==> config.mk <==
export PLATFORM = sky130hd
export DESIGN_NAME = lvbr_top
export DESIGN_NICKNAME = d
export VERILOG_FILES = /design/src/hdl/lvbr_pkg.sv /design/src/hdl/lvbr_ser_if.sv /design/src/hdl/lvbr_ser.sv /design/src/hdl/lvbr_top.sv
export SDC_FILE = /design/constraint.sdc
export NUM_CORES = 1
export LEC_CHECK = 0
export BUFFER_PORTS_ARGS = -buffer_cell sky130_fd_sc_hd__buf_2
export CAP_MARGIN = 10
export CORE_ASPECT_RATIO = 1.4
export CORE_MARGIN = 4
export CORE_UTILIZATION = 55
export CTS_CLUSTER_DIAMETER = 40
export DETAILED_ROUTE_END_ITERATION = 10
export GPL_ROUTABILITY_DRIVEN = 1
export PLACE_DENSITY = 0.84
export REMOVE_ABC_BUFFERS = 1
export SYNTH_ARGS = -nofsm -noshare
export SYNTH_HDL_FRONTEND = slang
export SYNTH_HIERARCHICAL = 1
export SYNTH_SLANG_ARGS = --single-unit
==> constraint.sdc <==
create_clock -name ref_clk -period 3.02 [get_ports ref_clk]
set_clock_uncertainty 0.05 [all_clocks]
set_input_delay 0.151 -clock ref_clk [delete_from_list [all_inputs] [get_ports ref_clk]]
set_output_delay 0.151 -clock ref_clk [all_outputs]
set_load 0.02 [all_outputs]
==> src/hdl/lvbr_pkg.sv <==
package lvbr_pkg;

	// register byte offsets on the avalon slave
	localparam logic [3:0] LVBR_ADDR_CTRL = 4'h0;
	localparam logic [3:0] LVBR_ADDR_DIV = 4'h4;
	localparam logic [3:0] LVBR_ADDR_STAT = 4'h8;

	// control register field positions
	localparam int LVBR_CTRL_EN0 = 0;
	localparam int LVBR_CTRL_EN1 = 1;
	localparam int LVBR_CTRL_ROUTE = 2;
	localparam int LVBR_CTRL_WIDE0 = 4;
	localparam int LVBR_CTRL_WIDE1 = 5;
	localparam int LVBR_CTRL_MAPB = 6;
	localparam int LVBR_CTRL_HSINV = 7;
	localparam int LVBR_CTRL_VSINV = 8;
	localparam int LVBR_CTRL_DEINV = 9;
	localparam int LVBR_CTRL_REFRES = 10;
	localparam int LVBR_CTRL_W = 11;
	localparam logic [10:0] LVBR_CTRL_RST = 11'h000;

	// status register field positions
	localparam int LVBR_STAT_SEEN0 = 0;
	localparam int LVBR_STAT_SEEN1 = 1;
	localparam int LVBR_STAT_PHASE = 2;
	localparam int LVBR_STAT_FRAMES = 8;

	// link timing
	localparam int LVBR_REF_MHZ = 250;
	localparam int LVBR_SPLIT_PCLK_MHZ = 170;
	localparam int LVBR_SINGLE_PCLK_MHZ = 85;
	localparam logic [7:0] LVBR_DIV_RST = 8'h01;
	localparam logic [2:0] LVBR_SLOTS = 3'h7;
	localparam logic [6:0] LVBR_CLK_PATTERN = 7'h0F;
	localparam int LVBR_LANES = 4;
	localparam int LVBR_WORD_W = 28;

	// routing modes, in control register encoding order
	typedef enum logic [1:0] {
		LVBR_SINGLE,
		LVBR_SPLIT,
		LVBR_DUP,
		LVBR_INDEP
	} lvbr_route_e;

	typedef logic [27:0] lvbr_word_t;

endpackage

==> src/hdl/lvbr_ser_if.sv <==
`timescale 1ns/1ps
`default_nettype none
// one output channel: parallel word in, serial lane levels back
interface lvbr_ser_if;
	import lvbr_pkg::*;
	logic en;
	logic load;
	lvbr_word_t word;
	logic [7:0] div;
	logic [3:0] lanes;
	logic clk_lane;

	modport ctrl(output en, output load, output word, output div,
		input lanes, input clk_lane);
	modport ser(input en, input load, input word, input div,
		output lanes, output clk_lane);
endinterface
`default_nettype wire

==> src/hdl/lvbr_ser.sv <==
`timescale 1ns/1ps
`default_nettype none
module lvbr_ser
	import lvbr_pkg::*;
(
	input wire logic ref_clk,
	input wire logic arst_n,
	lvbr_ser_if.ser sif
);

	// lane levels for one slot; slot s of lane l sits at bit l*7+s
	function automatic logic [3:0] slot_bits(lvbr_word_t w, logic [2:0] s);
		logic [3:0] b;
		b = 4'h0;
		for (int l = 0; l < LVBR_LANES; l++) begin
			b[l] = w[l*7 + int'(s)];
		end
		return b;
	endfunction

	lvbr_word_t sh, next_sh;
	logic [2:0] slot, next_slot;
	logic [7:0] cnt, next_cnt;
	logic busy, next_busy;
	logic [3:0] lanes, next_lanes;
	logic clk_lane, next_clk_lane;

	////////////////////////////////////////////////////////////////////
	// slot sequencer: divider restarts on each load so both channels
	// loaded together stay slot aligned
	always_comb begin
		next_sh = sh;
		next_slot = slot;
		next_cnt = cnt;
		next_busy = busy;
		next_lanes = lanes;
		next_clk_lane = clk_lane;
		if (!sif.en) begin
			next_busy = 1'b0;
			next_lanes = 4'h0;
			next_clk_lane = 1'b0;
		end else if (sif.load) begin
			next_sh = sif.word;
			next_lanes = slot_bits(sif.word, 3'h0);
			next_clk_lane = LVBR_CLK_PATTERN[0];
			next_slot = 3'h1;
			next_cnt = sif.div;
			next_busy = 1'b1;
		end else if (busy) begin
			if (cnt != 8'h00) begin
				next_cnt = cnt - 8'h01;
			end else if (slot == LVBR_SLOTS) begin
				// word done; lines hold until the next load
				next_busy = 1'b0;
			end else begin
				next_lanes = slot_bits(sh, slot);
				next_clk_lane = LVBR_CLK_PATTERN[slot];
				next_slot = slot + 3'h1;
				next_cnt = sif.div;
			end
		end
	end

	always_ff @(posedge ref_clk or negedge arst_n) begin
		if (!arst_n) begin
			sh <= '0;
			slot <= 3'h0;
			cnt <= 8'h00;
			busy <= 1'b0;
			lanes <= 4'h0;
			clk_lane <= 1'b0;
		end else begin
			sh <= next_sh;
			slot <= next_slot;
			cnt <= next_cnt;
			busy <= next_busy;
			lanes <= next_lanes;
			clk_lane <= next_clk_lane;
		end
	end

	assign sif.lanes = lanes;
	assign sif.clk_lane = clk_lane;

endmodule // lvbr_ser
`default_nettype wire

==> src/hdl/lvbr_top.sv <==
`timescale 1ns/1ps
`default_nettype none
module lvbr_top
	import lvbr_pkg::*;
(
	input wire logic ref_clk,
	input wire logic arst_n,
	input wire logic [3:0] avs_address,
	input wire logic avs_read,
	input wire logic avs_write,
	input wire logic [31:0] avs_writedata,
	input wire logic [3:0] avs_byteenable,
	output logic [31:0] avs_readdata,
	output logic avs_waitrequest,
	input wire logic in0_pclk,
	input wire logic [23:0] in0_rgb,
	input wire logic in0_hsync,
	input wire logic in0_vsync,
	input wire logic in0_de,
	input wire logic in0_ctl,
	input wire logic in1_pclk,
	input wire logic [23:0] in1_rgb,
	input wire logic in1_hsync,
	input wire logic in1_vsync,
	input wire logic in1_de,
	input wire logic in1_ctl,
	output logic [3:0] ch0_data,
	output logic ch0_clk,
	output logic [3:0] ch1_data,
	output logic ch1_clk,
	output logic ref_res_sel
);

	// captured pixel word: {ctl, de, vsync, hsync, r, g, b}
	// apply the programmed sync polarities
	function automatic lvbr_word_t fix_pol(lvbr_word_t w,
		logic [10:0] c);
		lvbr_word_t o;
		o = w;
		o[24] = w[24] ^ c[LVBR_CTRL_HSINV];
		o[25] = w[25] ^ c[LVBR_CTRL_VSINV];
		o[26] = w[26] ^ c[LVBR_CTRL_DEINV];
		return o;
	endfunction

	// place a pixel on the four lanes, lane l slot s at bit l*7+s;
	// mapping a puts colour lsbs on lane 0, mapping b puts msbs there
	function automatic lvbr_word_t map_word(lvbr_word_t p, logic mapb,
		logic wide);
		logic [5:0] r6, g6, b6;
		logic [1:0] r2, g2, b2;
		logic [6:0] l0, l1, l2, l3;
		logic hi;
		hi = mapb | ~wide; // 18-bit colour sits msb aligned
		r6 = hi ? p[23:18] : p[21:16];
		g6 = hi ? p[15:10] : p[13:8];
		b6 = hi ? p[7:2] : p[5:0];
		r2 = hi ? p[17:16] : p[23:22];
		g2 = hi ? p[9:8] : p[15:14];
		b2 = hi ? p[1:0] : p[7:6];
		l0 = {g6[0], r6};
		l1 = {b6[1:0], g6[5:1]};
		l2 = {p[26], p[25], p[24], b6[5:2]};
		l3 = {p[27], b2, g2, r2};
		if (!wide) begin
			l3 = 7'h00;
		end
		return {l3, l2, l1, l0};
	endfunction

	// merge written bytes into a register value
	function automatic logic [31:0] merge_be(logic [31:0] old,
		logic [31:0] wd, logic [3:0] be);
		logic [31:0] o;
		o = old;
		for (int i = 0; i < 4; i++) begin
			if (be[i]) begin
				o[i*8 +: 8] = wd[i*8 +: 8];
			end
		end
		return o;
	endfunction

	////////////////////////////////////////////////////////////////////
	// input synchronisers: pins are in the pixel clock domain, so
	// data and clock go through the same two stages and stay aligned
	lvbr_word_t meta0, meta1, sync0, sync1;
	logic [1:0] pmeta, psync, plast;

	always_ff @(posedge ref_clk or negedge arst_n) begin
		if (!arst_n) begin
			meta0 <= '0;
			meta1 <= '0;
			sync0 <= '0;
			sync1 <= '0;
			pmeta <= 2'h0;
			psync <= 2'h0;
			plast <= 2'h0;
		end else begin
			meta0 <= {in0_ctl, in0_de, in0_vsync, in0_hsync, in0_rgb};
			meta1 <= {in1_ctl, in1_de, in1_vsync, in1_hsync, in1_rgb};
			sync0 <= meta0;
			sync1 <= meta1;
			pmeta <= {in1_pclk, in0_pclk};
			psync <= pmeta;
			plast <= psync;
		end
	end

	logic [1:0] rise;
	lvbr_word_t pix0, pix1;
	assign rise = psync & ~plast;

	////////////////////////////////////////////////////////////////////
	// registers and datapath state
	logic [10:0] ctrl, next_ctrl;
	logic [7:0] div, next_div;
	logic wreq, next_wreq;
	logic [31:0] rdata, next_rdata;
	logic seen0, next_seen0;
	logic seen1, next_seen1;
	logic [7:0] frames, next_frames;
	logic last_vs, next_last_vs;
	logic phase, next_phase;
	lvbr_word_t held, next_held;
	logic load0, next_load0;
	logic load1, next_load1;
	lvbr_word_t word0, next_word0;
	lvbr_word_t word1, next_word1;
	logic [3:0] d0, next_d0;
	logic [3:0] d1, next_d1;
	logic c0, next_c0;
	logic c1, next_c1;

	// synced pixels with the programmed polarities applied
	assign pix0 = fix_pol(sync0, ctrl);
	assign pix1 = fix_pol(sync1, ctrl);

	lvbr_route_e route;
	logic en0, en1, mapb, wide0, wide1;
	logic access, req;
	logic [31:0] stat_word;
	assign route = lvbr_route_e'(ctrl[LVBR_CTRL_ROUTE +: 2]);
	assign en0 = ctrl[LVBR_CTRL_EN0];
	assign en1 = ctrl[LVBR_CTRL_EN1];
	assign mapb = ctrl[LVBR_CTRL_MAPB];
	assign wide0 = ctrl[LVBR_CTRL_WIDE0];
	assign wide1 = ctrl[LVBR_CTRL_WIDE1];
	assign req = avs_read | avs_write;
	assign access = req & ~wreq;
	assign stat_word = {16'h0000, frames, 5'h00, phase, seen1, seen0};

	lvbr_ser_if sif0();
	lvbr_ser_if sif1();

	// avalon slave: waitrequest drops one cycle after the request,
	// for one cycle; the write lands and read data stand at that edge
	always_comb begin
		next_wreq = ~(req & wreq);
		next_rdata = rdata;
		next_ctrl = ctrl;
		next_div = div;
		if (req & wreq & avs_read) begin
			case (avs_address)
				LVBR_ADDR_CTRL: next_rdata = {21'h0, ctrl};
				LVBR_ADDR_DIV: next_rdata = {24'h0, div};
				LVBR_ADDR_STAT: next_rdata = stat_word;
				default: next_rdata = 32'h0000_0000;
			endcase
		end
		if (access & avs_write) begin
			case (avs_address)
				LVBR_ADDR_CTRL: begin
					next_ctrl = 11'(merge_be({21'h0, ctrl}, avs_writedata,
						avs_byteenable));
				end
				LVBR_ADDR_DIV: begin
					next_div = 8'(merge_be({24'h0, div}, avs_writedata,
						avs_byteenable));
				end
				default: next_div = div; // unmapped writes are dropped
			endcase
		end
	end

	// status: seen flags clear on a status read, a new edge wins
	always_comb begin
		next_seen0 = seen0;
		next_seen1 = seen1;
		next_frames = frames;
		next_last_vs = last_vs;
		if (access & avs_read & (avs_address == LVBR_ADDR_STAT)) begin
			next_seen0 = 1'b0;
			next_seen1 = 1'b0;
		end
		if (rise[0]) begin
			next_seen0 = 1'b1;
			next_last_vs = pix0[25];
			if (pix0[25] & ~last_vs) begin
				next_frames = frames + 8'h01;
			end
		end
		if (rise[1]) begin
			next_seen1 = 1'b1;
		end
	end

	// routing: a load pulse per channel hands a mapped word to its
	// serialiser; in split mode the even pixel waits for its partner
	always_comb begin
		next_load0 = 1'b0;
		next_load1 = 1'b0;
		next_word0 = word0;
		next_word1 = word1;
		next_held = held;
		next_phase = phase;
		case (route)
			LVBR_SINGLE: begin
				next_phase = 1'b0;
				if (rise[0]) begin
					next_load0 = en0;
					next_word0 = map_word(pix0, mapb, wide0);
				end
			end
			LVBR_SPLIT: begin
				if (rise[0] & ~phase) begin
					next_held = pix0;
					next_phase = 1'b1;
				end else if (rise[0]) begin
					next_load0 = en0;
					next_load1 = en1;
					next_word0 = map_word(held, mapb, wide0);
					next_word1 = map_word(pix0, mapb, wide1);
					next_phase = 1'b0;
				end
				if (~(en0 & en1)) begin
					// a half-enabled link restarts pairing at channel zero
					next_phase = 1'b0;
				end
			end
			LVBR_DUP: begin
				next_phase = 1'b0;
				if (rise[0]) begin
					next_load0 = en0;
					next_load1 = en1;
					next_word0 = map_word(pix0, mapb, wide0);
					next_word1 = map_word(pix0, mapb, wide1);
				end
			end
			LVBR_INDEP: begin
				next_phase = 1'b0;
				if (rise[0]) begin
					next_load0 = en0;
					next_word0 = map_word(pix0, mapb, wide0);
				end
				if (rise[1]) begin
					next_load1 = en1;
					next_word1 = map_word(pix1, mapb, wide1);
				end
			end
			default: next_phase = 1'b0;
		endcase
	end

	// output stage: one flop between serialiser and pins
	always_comb begin
		next_d0 = sif0.lanes;
		next_d1 = sif1.lanes;
		next_c0 = sif0.clk_lane;
		next_c1 = sif1.clk_lane;
	end

	always_ff @(posedge ref_clk or negedge arst_n) begin
		if (!arst_n) begin
			ctrl <= LVBR_CTRL_RST;
			div <= LVBR_DIV_RST;
			wreq <= 1'b1;
			rdata <= 32'h0000_0000;
			seen0 <= 1'b0;
			seen1 <= 1'b0;
			frames <= 8'h00;
			last_vs <= 1'b0;
			phase <= 1'b0;
			held <= '0;
			load0 <= 1'b0;
			load1 <= 1'b0;
			word0 <= '0;
			word1 <= '0;
			d0 <= 4'h0;
			d1 <= 4'h0;
			c0 <= 1'b0;
			c1 <= 1'b0;
		end else begin
			ctrl <= next_ctrl;
			div <= next_div;
			wreq <= next_wreq;
			rdata <= next_rdata;
			seen0 <= next_seen0;
			seen1 <= next_seen1;
			frames <= next_frames;
			last_vs <= next_last_vs;
			phase <= next_phase;
			held <= next_held;
			load0 <= next_load0;
			load1 <= next_load1;
			word0 <= next_word0;
			word1 <= next_word1;
			d0 <= next_d0;
			d1 <= next_d1;
			c0 <= next_c0;
			c1 <= next_c1;
		end
	end

	////////////////////////////////////////////////////////////////////
	// serialisers; the slot divider limits the pixel rate at this
	// reference clock, so a pixel faster than 7*(div+1) cycles truncates
	assign sif0.en = en0;
	assign sif0.load = load0;
	assign sif0.word = word0;
	assign sif0.div = div;
	assign sif1.en = en1;
	assign sif1.load = load1;
	assign sif1.word = word1;
	assign sif1.div = div;

	lvbr_ser u_ser0 (
		.ref_clk(ref_clk),
		.arst_n(arst_n),
		.sif(sif0.ser)
	);

	lvbr_ser u_ser1 (
		.ref_clk(ref_clk),
		.arst_n(arst_n),
		.sif(sif1.ser)
	);

	assign avs_readdata = rdata;
	assign avs_waitrequest = wreq;
	assign ch0_data = d0;
	assign ch0_clk = c0;
	assign ch1_data = d1;
	assign ch1_clk = c1;
	assign ref_res_sel = ctrl[LVBR_CTRL_REFRES];

endmodule // lvbr_top
`default_nettype wire

* Word level (Yosys, flattened, before mapping) *
Memory sizes are Yosys's and may differ from the RTL's.
Cells that the tools add are included.

word-level totals
  register bits after elaboration = 368
  bits in read-only memories = 16
  input bits = 102
  memories kept = 2
  output and inout bits = 44

operators by class
  magnitude comparators = 10
  add/subtract/negate cells = 11
  bitwise operators = 26
  eq/ne operators = 24
  reductions and logical operators = 25
  mux-type cells = 121

memories
  memory           depth  bits a word  read ports  clocked after Yosys merged registers in  wr ports  line            text
  (no name shown)  8      1            1           0                                        0         lvbr_ser.sv:57  next_clk_lane = LVBR_CLK_PATTERN[slot];
  (no name shown)  8      1            1           0                                        0         lvbr_ser.sv:57

operators by type and width
  operator             number
  $lt 32x7->1 const B  6
  $mux 28              6
  $pmux 28 s3          1
  $mux 6               12
  $mux 8               8
  $pmux 28 s2          1
  $pmux 16 s3          1
  $mux 1               47
  $mux 4               10
  $bmux 1 s5           6
  $mux 7               4
  $reduce_and 3->1     9
  $mux 2               12
  $mux 3               8
  $reduce_bool 8->1    2
  $sub 8x1->8 const B  2
  $ne 2x2->1 const B   7
  $add 5x3->6 const A  2
  $lt 3x6->1 const B   2
  $ne 3x3->1 const B   4
  $add 4x3->5 const A  2
  $and 1x1->1          9
  $add 3x3->4 const A  2
  $add 8x1->8 const B  1
  other kinds (26)     53

* Logic depth before layout (Yosys ltp) *
Gate-level depths: netlist of run 1.

  depth in word-level cells = 9
  gate-level depth with buffers = 10

* By module *
Netlist of run 1, hierarchy kept.

by module, submodules not included
  module             area an instance (um^2)  seq. area each (um^2)  instances  cells each
  lvbr_top           9929.5                   6558.8                 1          632
  lvbr_ser (u_ser1)  2551.2                   1126.1                 1          221
  lvbr_ser (u_ser0)  2544.9                   1126.1                 1          205

* Worst setup path before layout of run 1 *
OpenSTA, ideal clock, no wires.

  kind = reg-to-reg
  start = register u_ser0.slot[0]
  end = register u_ser0.lanes[1] (netlist: u_ser0/sif.lanes[1])
  arrival time = 2334 ps
  slack = 513 ps
  cell stages (with the launch flop) = 10
  cell sequence = dfrtp_1 -> clkbuf_8 -> clkbuf_8 -> inv_1 -> ha_1 -> buf_6 -> mux4_2 -> mux4_2 -> mux2i_1 -> o21ai_1

between the ends
  cells in the longest elaborated chain, start to end = 9

ends and longest elaborated chain
  item                                        line            text
  start: declaration                          lvbr_ser.sv:22  logic [2:0] slot, next_slot;
  start signal: assignment                    lvbr_ser.sv:74  slot <= next_slot;
  $add 3x3->4                                 lvbr_ser.sv:16  b[l] = w[l*7 + int'(s)];
  $bmux 1 s5                                  lvbr_ser.sv:16
  $mux 1 (implied by the code) (2 in series)  lvbr_ser.sv:16
  $mux 4                                      lvbr_ser.sv:52  end else if (slot == LVBR_SLOTS) begin
  $mux 4                                      lvbr_ser.sv:50  if (cnt != 8'h00) begin
  $mux 4                                      lvbr_ser.sv:49  end else if (busy) begin
  $mux 4                                      lvbr_ser.sv:42  end else if (sif.load) begin
  $mux 4                                      lvbr_ser.sv:38  if (!sif.en) begin
  end signal: assignment                      lvbr_ser.sv:77  lanes <= next_lanes;
  end: declaration                            lvbr_ser.sv:25  logic [3:0] lanes, next_lanes;

Parallel ways exist; a longest one is shown, timed or not. The select of a mux whose other input is x is not followed.
A chain may end at the register's enable or synchronous reset.

* Final worst setup path of run 1 *
  start = register ctrl[3]
  end = register held[21]

between the ends
  cells in the longest elaborated chain, start to end = 2

ends and longest elaborated chain
  item                        line             text
  start: declaration          lvbr_top.sv:116  logic [10:0] ctrl, next_ctrl;
  start signal: assignment    lvbr_top.sv:294  ctrl <= next_ctrl;
  $eq 2x1->1                  lvbr_top.sv:217  case (route)
  $reduce_and 2->1 (no line)  --
  end signal: assignment      lvbr_top.sv:303  held <= next_held;
  end: declaration            lvbr_top.sv:125  lvbr_word_t held, next_held;

No other way between the ends.

==> impl_metrics.py, run 1 <==
metrics = {
    "sta": {
        "holdWs_ps": 69.9,
        "final.min_clock_period_ps": 2330,
        "setup_tns_ps": 0,
        "fmax_mhz": 429,
        "rsz0062_at_grt": "no",
        "hold_viol": 0,
        "slew_headroom_pct": 17.6,
        "final_max_slew_viol_count": 0,
        "worst_pin_slew_ps": 1240,
        "setup_ws_ps": 687,
        "period_share_pct": 77.3,
        "setup_viol": 0,
    },
    "placed_design": {
        "place.port_buffers": 106,
        "hpwl_mm": 20.8,
        "dp_cells": 1500,
        "dpl_worst_slack_ps": 726,
        "gp_congestion": 0.873,
        "place_area_um2": 15900,
    },
    "critical_path": {
        "cp-startpoint": "ctrl[3]$_DFFE_PN0P_",
        "critical_path_arrival_ps": 2680,
        "r2r_slack_ps": 690,
        "endpoint_kind": "register",
        "required_ps": 3370,
        "reg2regPathDepth": 3,
        "start_kind": "register",
        "criticalPathCategory": "register to register",
        "r2r-end": "held[21]$_DFFE_PN0P_",
        "cp-endpoint": "held[21]$_DFFE_PN0P_",
        "crit-reg2reg-launch": "ctrl[3]$_DFFE_PN0P_",
        "worstPathMaxFanout": 26,
    },
    "yosys": {
        "ys_seq_area_share_pct": 58.6,
        "syn_area_per_cell_um2": 14.2,
        "yosysUniqueCellTypes": 73,
        "synth_cells": 1058,
        "synth_area_um2": 15000,
        "synth-seq-cells": 352,
        "synth_ff_type": "dfrtp_1",
        "ys_warn_count": 6,
        "async_flop_share_pct": 100,
        "synth-edff-count": 0,
    },
    "floorplanning": {
        "core_um2": 26900,
        "pin_count": 146,
        "die-area_um2": 30100,
        "row_count": 71,
        "die_x_um": 148,
        "chipHeight_um": 204,
        "initial_core_util_pct": 55.8,
    },
    "power_and_ir_drop": {
        "leakage_uw": 0.00836,
        "power-per-cell-area_nw_per_um2": 694,
        "peakVddDrop_uv": 544,
    },
    "finish": {
        "fin_cells": 1643,
        "final_area_um2": 18000,
        "layout-drive-gt1-share_pct": 31.0,
        "nets": 1369,
        "area_growth_pct": 19.5,
        "antenna_cells": 0,
    },
    "grt": {
        "grtUsageMet2_pct": 38.7,
        "grt_pass1_vias": 9937,
        "grt_max_degree": 94,
        "grt_overflow": 0,
        "grt_pass1_wl_mm": 52.2,
        "track_usage_pct": 21.9,
        "grt_use_met3_pct": 3.67,
        "grt_busiest_layer": "met2",
        "antenna_found_initial": 0,
        "grt_use_met1_pct": 26.1,
    },
    "detailed_routing": {
        "drc": 0,
        "first_iter_violations": 470,
        "wl_per_cell_um": 19.7,
        "detailedRoute.firstPassIterationCount": 5,
        "via_per_inst": 5.82,
        "drt-total-wl_mm": 32.4,
        "dr_total_vias": 9570,
        "ant_nets": 0,
    },
    "status": {
        "outcome": "complete, no violations",
    },
    "clock_tree": {
        "cts.sinks": 352,
        "hold_buffers": 75,
        "cts-resized-gates": 0,
        "htreeDepth": 2,
        "cts_tree": "built",
        "postCtsSetupRepairBufs": 0,
        "root_buffer": "clkbuf_16",
        "clock_path_buffers": 3,
        "clk_latency_ps": 520,
        "clk_pin_slew_worst_paths_ps": 60,
        "numCtsBuffers": 38,
    },
    "job": {
        "maxCapViolCount": 0,
    },
    "min_path": {
        "hp-class": "primary input to register",
    },
}
==> power by group <==
part / switching (uW) / internal, uW
registers: 508 / 5340
logic: 840 / 902
clock network: 1900 / 2970
==> registers in the layout, summed over array words and instances, names as in the netlist, 11 cells and up <==
signal and cells:
avs_readdata 16, ctrl 11, held 28, meta0 28, meta1 28, sif0.word 28, sif1.word 28, sync0 28
sync1 28, u_ser0/sh 28, u_ser1/sh 28
==> per-layer routing <==
metal	vias up	share of wire [%]
li1	4235	-
met5	-	0
met4	0	4.7
met2	338	53
met1	4898	38
met3	99	4.8
==> cell usage after synthesis, types with 8 or more instances <==
cell      count  area [um^2]
buf_4        24          180
nand2_1     115          432
xnor2_1      10         87.6
mux4_2       63         1420
o21ai_0      52          260
dfrtp_1     350         8760
ha_1         17          213
clkbuf_1     12         45.0
buf_2        21          105
inv_1        21         78.8
a22o_1       20          175
o31ai_1       9         67.6
nor3_1        8         40.0
nor2_1       19         71.3
a21oi_1      19         95.1
nand3_1      13         65.1
nor2b_1       8         50.1
mux2i_1      29          290
mux2_2      117         1320
==> layout by cell type (no fill, tap or decap), drive strengths merged, types with 19 or more instances in the layout <==
| cell | instances |
|---|---|
| inv | 27 |
| a21oi | 19 |
| a22o | 20 |
| nand2 | 116 |
| buf | 132 |
| nor2 | 20 |
| dlygate4sd3 | 75 |
| clkbuf | 49 |
| mux2i | 29 |
| mux4 | 69 |
| o21ai | 54 |
| mux2 | 118 |
| dfrtp | 350 |
==> area by class of cell <==
class / count / area (um^2)
fillers: 1775 / 8970
clock inverters: 19 / 265
inverters: 23 / 86.3
repair buffers: 207 / 1520
multi-input cells: 628 / 5730
clock buffers: 49 / 1070
well taps: 365 / 457
flip-flops and latches: 352 / 8810
==> how the worst min path moves through the flow <==
| stage | cells past startpoint | endpoint | from |
|---|---|---|---|
| final | 3 | ctrl[9]$_DFFE_PN0P_ | avs_byteenable[1] |
| after global routing | 3 | ctrl[10]$_DFFE_PN0P_ | avs_byteenable[1] |
| after CTS | 3 | ctrl[10]$_DFFE_PN0P_ | avs_byteenable[1] |
| after detailed placement | 1 | meta0[16]$_DFF_PN0_ | arst_n |
| after global placement | 1 | meta0[16]$_DFF_PN0_ | arst_n |
| after floorplan | 0 | avs_readdata[0]$_DFFE_PN0P_ | arst_n |
==> stage by stage <==
stage	utilization (%)	total power, uW
floorplan	-	6910
global placement	58.9	7430
detailed placement	58.9	7560
CTS	66.7	12500
global route	66.7	13000
finish	66.7	12500
==> critical path, cell delays in order (launching register included) <==
cell      delay, ps
dfrtp_1         550
nand2b_4        220
or3_1           930
mux2_2          430
==> cell families (layout without fill, tap and decap cells) <==
logic type | after synthesis | after routing | synth area share, %
DFF | 352 | 352 | 58.6
muxes | 216 | 216 | 21.3
and+or+nand+nor | 207 | 207 | 6.99
AOI/OAI and AO/OA | 156 | 156 | 6.99
buffers and inverters | 93 | 298 | 3.73
adders and majority gates | 17 | 17 | 1.42
xor gates and xnor gates | 16 | 16 | 0.933
other | 1 | 16 | 0.0250
Note: power is estimated with default switching activity, not from simulation.
==> inputs of run 2 (changes only) <==
clock period = 2.3 ns   (was 3.02 ns; I/O delays follow)
==> impl_metrics.py, run 2 (synthesized netlist as in run 1, its figures left out) <==
metrics = {
    "status": {
        "outcome": "complete, no violations",
    },
    "finish": {
        "final_common_cell": "dfrtp_1",
        "fin_cells": 1659,
        "antenna_cells": 0,
        "area_growth_pct": 20.5,
        "fill_cells": 1757,
        "nets": 1384,
        "finish.utilization_pct": 67.3,
        "final_area_um2": 18100,
        "layout-drive-gt1-share_pct": 31.8,
        "mostFrequentLayoutCells": "350 x dfrtp_1, 117 x mux2_2, 115 x nand2_1",
    },
    "critical_path": {
        "worstPathMaxFanout": 4,
        "reg2regPathDepth": 6,
        "start_kind": "register",
        "r2r_slack_ps": 120,
        "cp-startpoint": "u_ser0/slot[1]$_DFFE_PN0P_",
        "cp-endpoint": "u_ser0/sif.lanes[1]$_DFFE_PN0P_",
        "required_ps": 2650,
        "criticalPathCategory": "register to register",
        "critical_path_arrival_ps": 2540,
        "r2r-end": "u_ser0/sif.lanes[1]$_DFFE_PN0P_",
        "crit-reg2reg-launch": "u_ser0/slot[1]$_DFFE_PN0P_",
        "endpoint_kind": "register",
    },
    "job": {
        "maxCapViolCount": 0,
    },
    "grt": {
        "grt_max_degree": 78,
        "track_usage_pct": 22.3,
        "grt_pass1_wl_mm": 53.6,
        "grt_pass1_vias": 10085,
        "grt_overflow": 0,
        "antenna_found_initial": 0,
    },
    "power_and_ir_drop": {
        "leakage_uw": 0.00844,
        "peakVddDrop_uv": 804,
        "power-per-cell-area_nw_per_um2": 892,
    },
    "floorplanning": {
        "row_count": 71,
        "chipHeight_um": 204,
        "die_x_um": 148,
        "core_um2": 26900,
        "die-area_um2": 30100,
        "pin_count": 146,
        "initial_core_util_pct": 55.8,
    },
    "sta": {
        "fmax_mhz": 458,
        "slew_headroom_pct": 43.4,
        "final.min_clock_period_ps": 2180,
        "worst_pin_slew_ps": 827,
        "setup_tns_ps": 0,
        "hold_viol": 0,
        "period_share_pct": 94.9,
        "rsz0062_at_grt": "no",
        "setup_ws_ps": 116,
        "setup_viol": 0,
        "final_max_slew_viol_count": 0,
    },
    "detailed_routing": {
        "dr_total_vias": 9584,
        "detailedRoute.firstPassIterationCount": 5,
        "dr_wl_met2_mm": 17.5,
        "ant_nets": 0,
        "drt-total-wl_mm": 32.7,
        "drc": 0,
        "highest_layer": "met4",
        "wl_met3_mm": 1.45,
        "wl_per_cell_um": 19.7,
        "m1WireLength_mm": 12.6,
        "first_iter_violations": 619,
        "via_per_inst": 5.78,
    },
    "clock_tree": {
        "clock_path_buffers": 3,
        "cts.sinks": 352,
        "cts_tree": "built",
        "clk_pin_slew_worst_paths_ps": 60,
        "root_buffer": "clkbuf_16",
        "htreeDepth": 2,
        "numCtsBuffers": 37,
        "postCtsSetupRepairBufs": 0,
        "clk_latency_ps": 530,
    },
    "placed_design": {
        "gp_congestion": 0.868,
        "place_area_um2": 16100,
        "dp_cells": 1514,
        "dpl_worst_slack_ps": 112,
        "place.port_buffers": 106,
        "hpwl_mm": 21.5,
    },
    "min_path": {
        "hp-class": "primary input to register",
    },
}
[run 2: changes by cell type in the layout (fill, tap and decap cells not counted), sizes merged]
cell	before	now
dlygate4sd3	75	77
clkinv	6	14
inv	27	25
clkbuf	49	45
bufinv	5	3
buf	132	146
[run 2: worst min-delay path by stage]
stage	startpoint	endpoint	cells after the start
floorplan	arst_n	avs_readdata[0]$_DFFE_PN0P_	0
global placement	arst_n	meta0[16]$_DFF_PN0_	1
detailed placement	arst_n	meta0[22]$_DFF_PN0_	1
CTS	avs_byteenable[1]	ctrl[10]$_DFFE_PN0P_	3
global route	avs_byteenable[1]	ctrl[9]$_DFFE_PN0P_	3
finish	avs_byteenable[1]	ctrl[9]$_DFFE_PN0P_	3
[run 2: metal layers]
metal  global-route usage (%)  vias to the layer above
met3                     3.22                       81
met1                     27.7                     4954
met4                     8.63                        0
met2                     39.7                      296
met5                        0                        -
li1                         -                     4253
[run 2: worst max-delay path, cell delays in order, from the launching register on]
cell and delay (ps):
dfrtp_1 350, inv_1 80, ha_2 400, mux4_2 510, mux4_2 480, mux2i_1 140
o21ai_1 70
[run 2: power by group]
group          switching [uW]  leakage, uW  total, uW  internal (uW)
clock network            2520     0.000623       6120           3600
logic                    1140      0.00332       2370           1230
registers                 658      0.00449       7660           7010
[run 2: per-stage QoR]
step / power (uW) / hold slack, ps
finish: 16100 / 24.4
global route: 16900 / 23.7
CTS: 16300 / 1.88
detailed placement: 9980 / 86.1
global placement: 9810 / 76.5
floorplan: 9070 / -231
[run 2: cell type report]
type                            count  area [um^2]  share of cell area [%]
Clock buffer                       45         1030                    5.68
Clock inverter                     23          254                    1.40
Inverter                           23         86.3                   0.477
Multi-Input combinational cell    628         5740                    31.7
Sequential cell                   352         8810                    48.7
Tap cell                          365          457                    2.52
Timing Repair Buffer              223         1740                    9.59
[run 2: what timing repair did]
| action | 4_1_cts | 5_1_grt |
|---|---|---|
| hold buffers | 77 | 0 |
| endpoints found under the hold margin | 255 | 0 |
| resized for setup | 0 | 1 |
| setup endpoints to repair | 0 | 1 |
==> inputs of run 3 (changes only) <==
PLACE_DENSITY = 0.75   (was 0.84)
==> impl_metrics.py, run 3 (synthesized netlist as in run 1, its figures left out) <==
metrics = {
    "critical_path": {
        "start_kind": "register",
        "crit_family": "multiplexers",
        "crit_buf_inv": 1,
        "critical_path_depth": 5,
        "crit_path_top_delay_cell": "mux4_1",
        "criticalPathCategory": "register to register",
        "required_ps": 2640,
        "reg2regPathDepth": 5,
        "crit_path_cell_trace": "buf_4, mux4_1, mux4_2, mux2i_1, o21ai_1",
        "cp-startpoint": "u_ser0/slot[0]$_DFFE_PN0P_",
        "r2r_slack_ps": 140,
        "cpPeakStageDelay_ps": 640,
        "crit-reg2reg-launch": "u_ser0/slot[0]$_DFFE_PN0P_",
        "cp-endpoint": "u_ser0/sif.lanes[1]$_DFFE_PN0P_",
        "endpoint_kind": "register",
        "worstPathMaxFanout": 21,
        "critical_path_arrival_ps": 2500,
        "r2r-end": "u_ser0/sif.lanes[1]$_DFFE_PN0P_",
    },
    "grt": {
        "antenna_found_initial": 0,
        "grt_pass1_wl_mm": 51.8,
        "track_usage_pct": 21.8,
        "grt_overflow": 0,
        "grt_max_degree": 76,
        "grt_pass1_vias": 9733,
    },
    "finish": {
        "finish.utilization_pct": 66.8,
        "nets": 1379,
        "final_common_cell": "dfrtp_1",
        "area_growth_pct": 19.7,
        "multi_input_area_um2": 5750,
        "final_area_um2": 18000,
        "layout-drive-gt1-share_pct": 31.2,
        "seq_area_um2": 8810,
        "antenna_cells": 0,
        "fill_cells": 1865,
        "fin_cells": 1652,
        "mostFrequentLayoutCells": "350 x dfrtp_1, 117 x mux2_2, 115 x nand2_1",
    },
    "power_and_ir_drop": {
        "power-per-cell-area_nw_per_um2": 880,
        "peakVddDrop_uv": 688,
        "leakage_uw": 0.00838,
    },
    "detailed_routing": {
        "dr_total_vias": 9396,
        "detailedRoute.firstPassIterationCount": 5,
        "ant_nets": 0,
        "drc": 0,
        "first_iter_violations": 558,
        "drt-total-wl_mm": 31.9,
        "via_per_inst": 5.69,
        "wl_per_cell_um": 19.3,
    },
    "sta": {
        "final_max_slew_viol_count": 0,
        "final.min_clock_period_ps": 2160,
        "fmax_mhz": 463,
        "worst_pin_slew_ps": 808,
        "period_share_pct": 93.9,
        "setup_viol": 0,
        "setup_tns_ps": 0,
        "setup_ws_ps": 141,
        "rsz0062_at_grt": "no",
        "hold_viol": 0,
        "slew_headroom_pct": 44.8,
    },
    "floorplanning": {
        "pin_count": 146,
        "die_x_um": 148,
        "initial_core_util_pct": 55.8,
        "core_um2": 26900,
        "die-area_um2": 30100,
        "row_count": 71,
        "chipHeight_um": 204,
    },
    "placed_design": {
        "gp_congestion": 0.863,
        "place_area_um2": 16000,
        "dp_cells": 1510,
        "dpl_worst_slack_ps": 76.6,
        "hpwl_mm": 21.7,
        "place.port_buffers": 106,
    },
    "clock_tree": {
        "cts.sinks": 352,
        "root_buffer": "clkbuf_16",
        "clock_path_buffers": 3,
        "htreeDepth": 2,
        "clk_latency_ps": 530,
        "numCtsBuffers": 38,
        "clk_pin_slew_worst_paths_ps": 70,
        "cts_tree": "built",
        "postCtsSetupRepairBufs": 0,
    },
    "status": {
        "outcome": "complete, no violations",
    },
    "min_path": {
        "min_path_cells": 3,
        "hp-class": "primary input to register",
    },
    "job": {
        "maxCapViolCount": 0,
    },
}
## run 3: metrics by stage
step | power [uW] | hold slack (ps)
finish | 15800 | 42.0
global route | 16600 | 48.7
CTS | 16000 | 10.7
detailed placement | 9980 | 49.5
global placement | 9850 | 43.2
floorplan | 9070 | -231
## run 3: power breakdown
part / total (uW) / internal, uW / switching [uW] / leakage, uW
Sequential: 7640 / 7010 / 634 / 0.00449
Combinational: 2350 / 1230 / 1120 / 0.00329
Clock: 5840 / 3430 / 2410 / 0.000594
Total: 15800 / 11700 / 4170 / 0.00838
## run 3: layout make-up
type                            count  share of cell area (%)
Sequential cell                   352                    49.0
Multi-Input combinational cell    628                    31.9
Timing Repair Buffer              217                    9.31
Clock buffer                       52                    5.97
Tap cell                          365                    2.54
Clock inverter                     15                   0.779
Inverter                           23                   0.480
## run 3: worst min path at each step
stage                            startpoint                           end  slack, ps
after floorplan                      arst_n   avs_readdata[0]$_DFFE_PN0P_       -230
after CTS                    avs_address[3]  avs_readdata[10]$_DFFE_PN0P_         10
final                     avs_byteenable[1]           ctrl[9]$_DFFE_PN0P_         40
after global routing      avs_byteenable[1]           ctrl[9]$_DFFE_PN0P_         50
after global placement               arst_n         ch0_data[3]$_DFF_PN0_         40
after detailed placement             arst_n         ch0_data[3]$_DFF_PN0_         50
## run 3: worst min-delay path: stages
cell,delay [ps]
buf_2,90
nand4b_1,190
mux2_2,180
## run 3: what timing repair did
item,CTS,global route
setup endpoints to repair,0,1
hold buffers,75,0
resized for setup,0,2
endpoints found under the hold margin,430,0
## run 3: layer usage
layer	wire length, um	global-route usage [%]	share of wire [%]	vias up
met4	1340	9.26	4.2	0
met1	12500	26.9	39	4802
met3	1360	3.18	4.2	80
li1	-	-	-	4245
met5	0	0	0	-
met2	16700	38.4	52	269
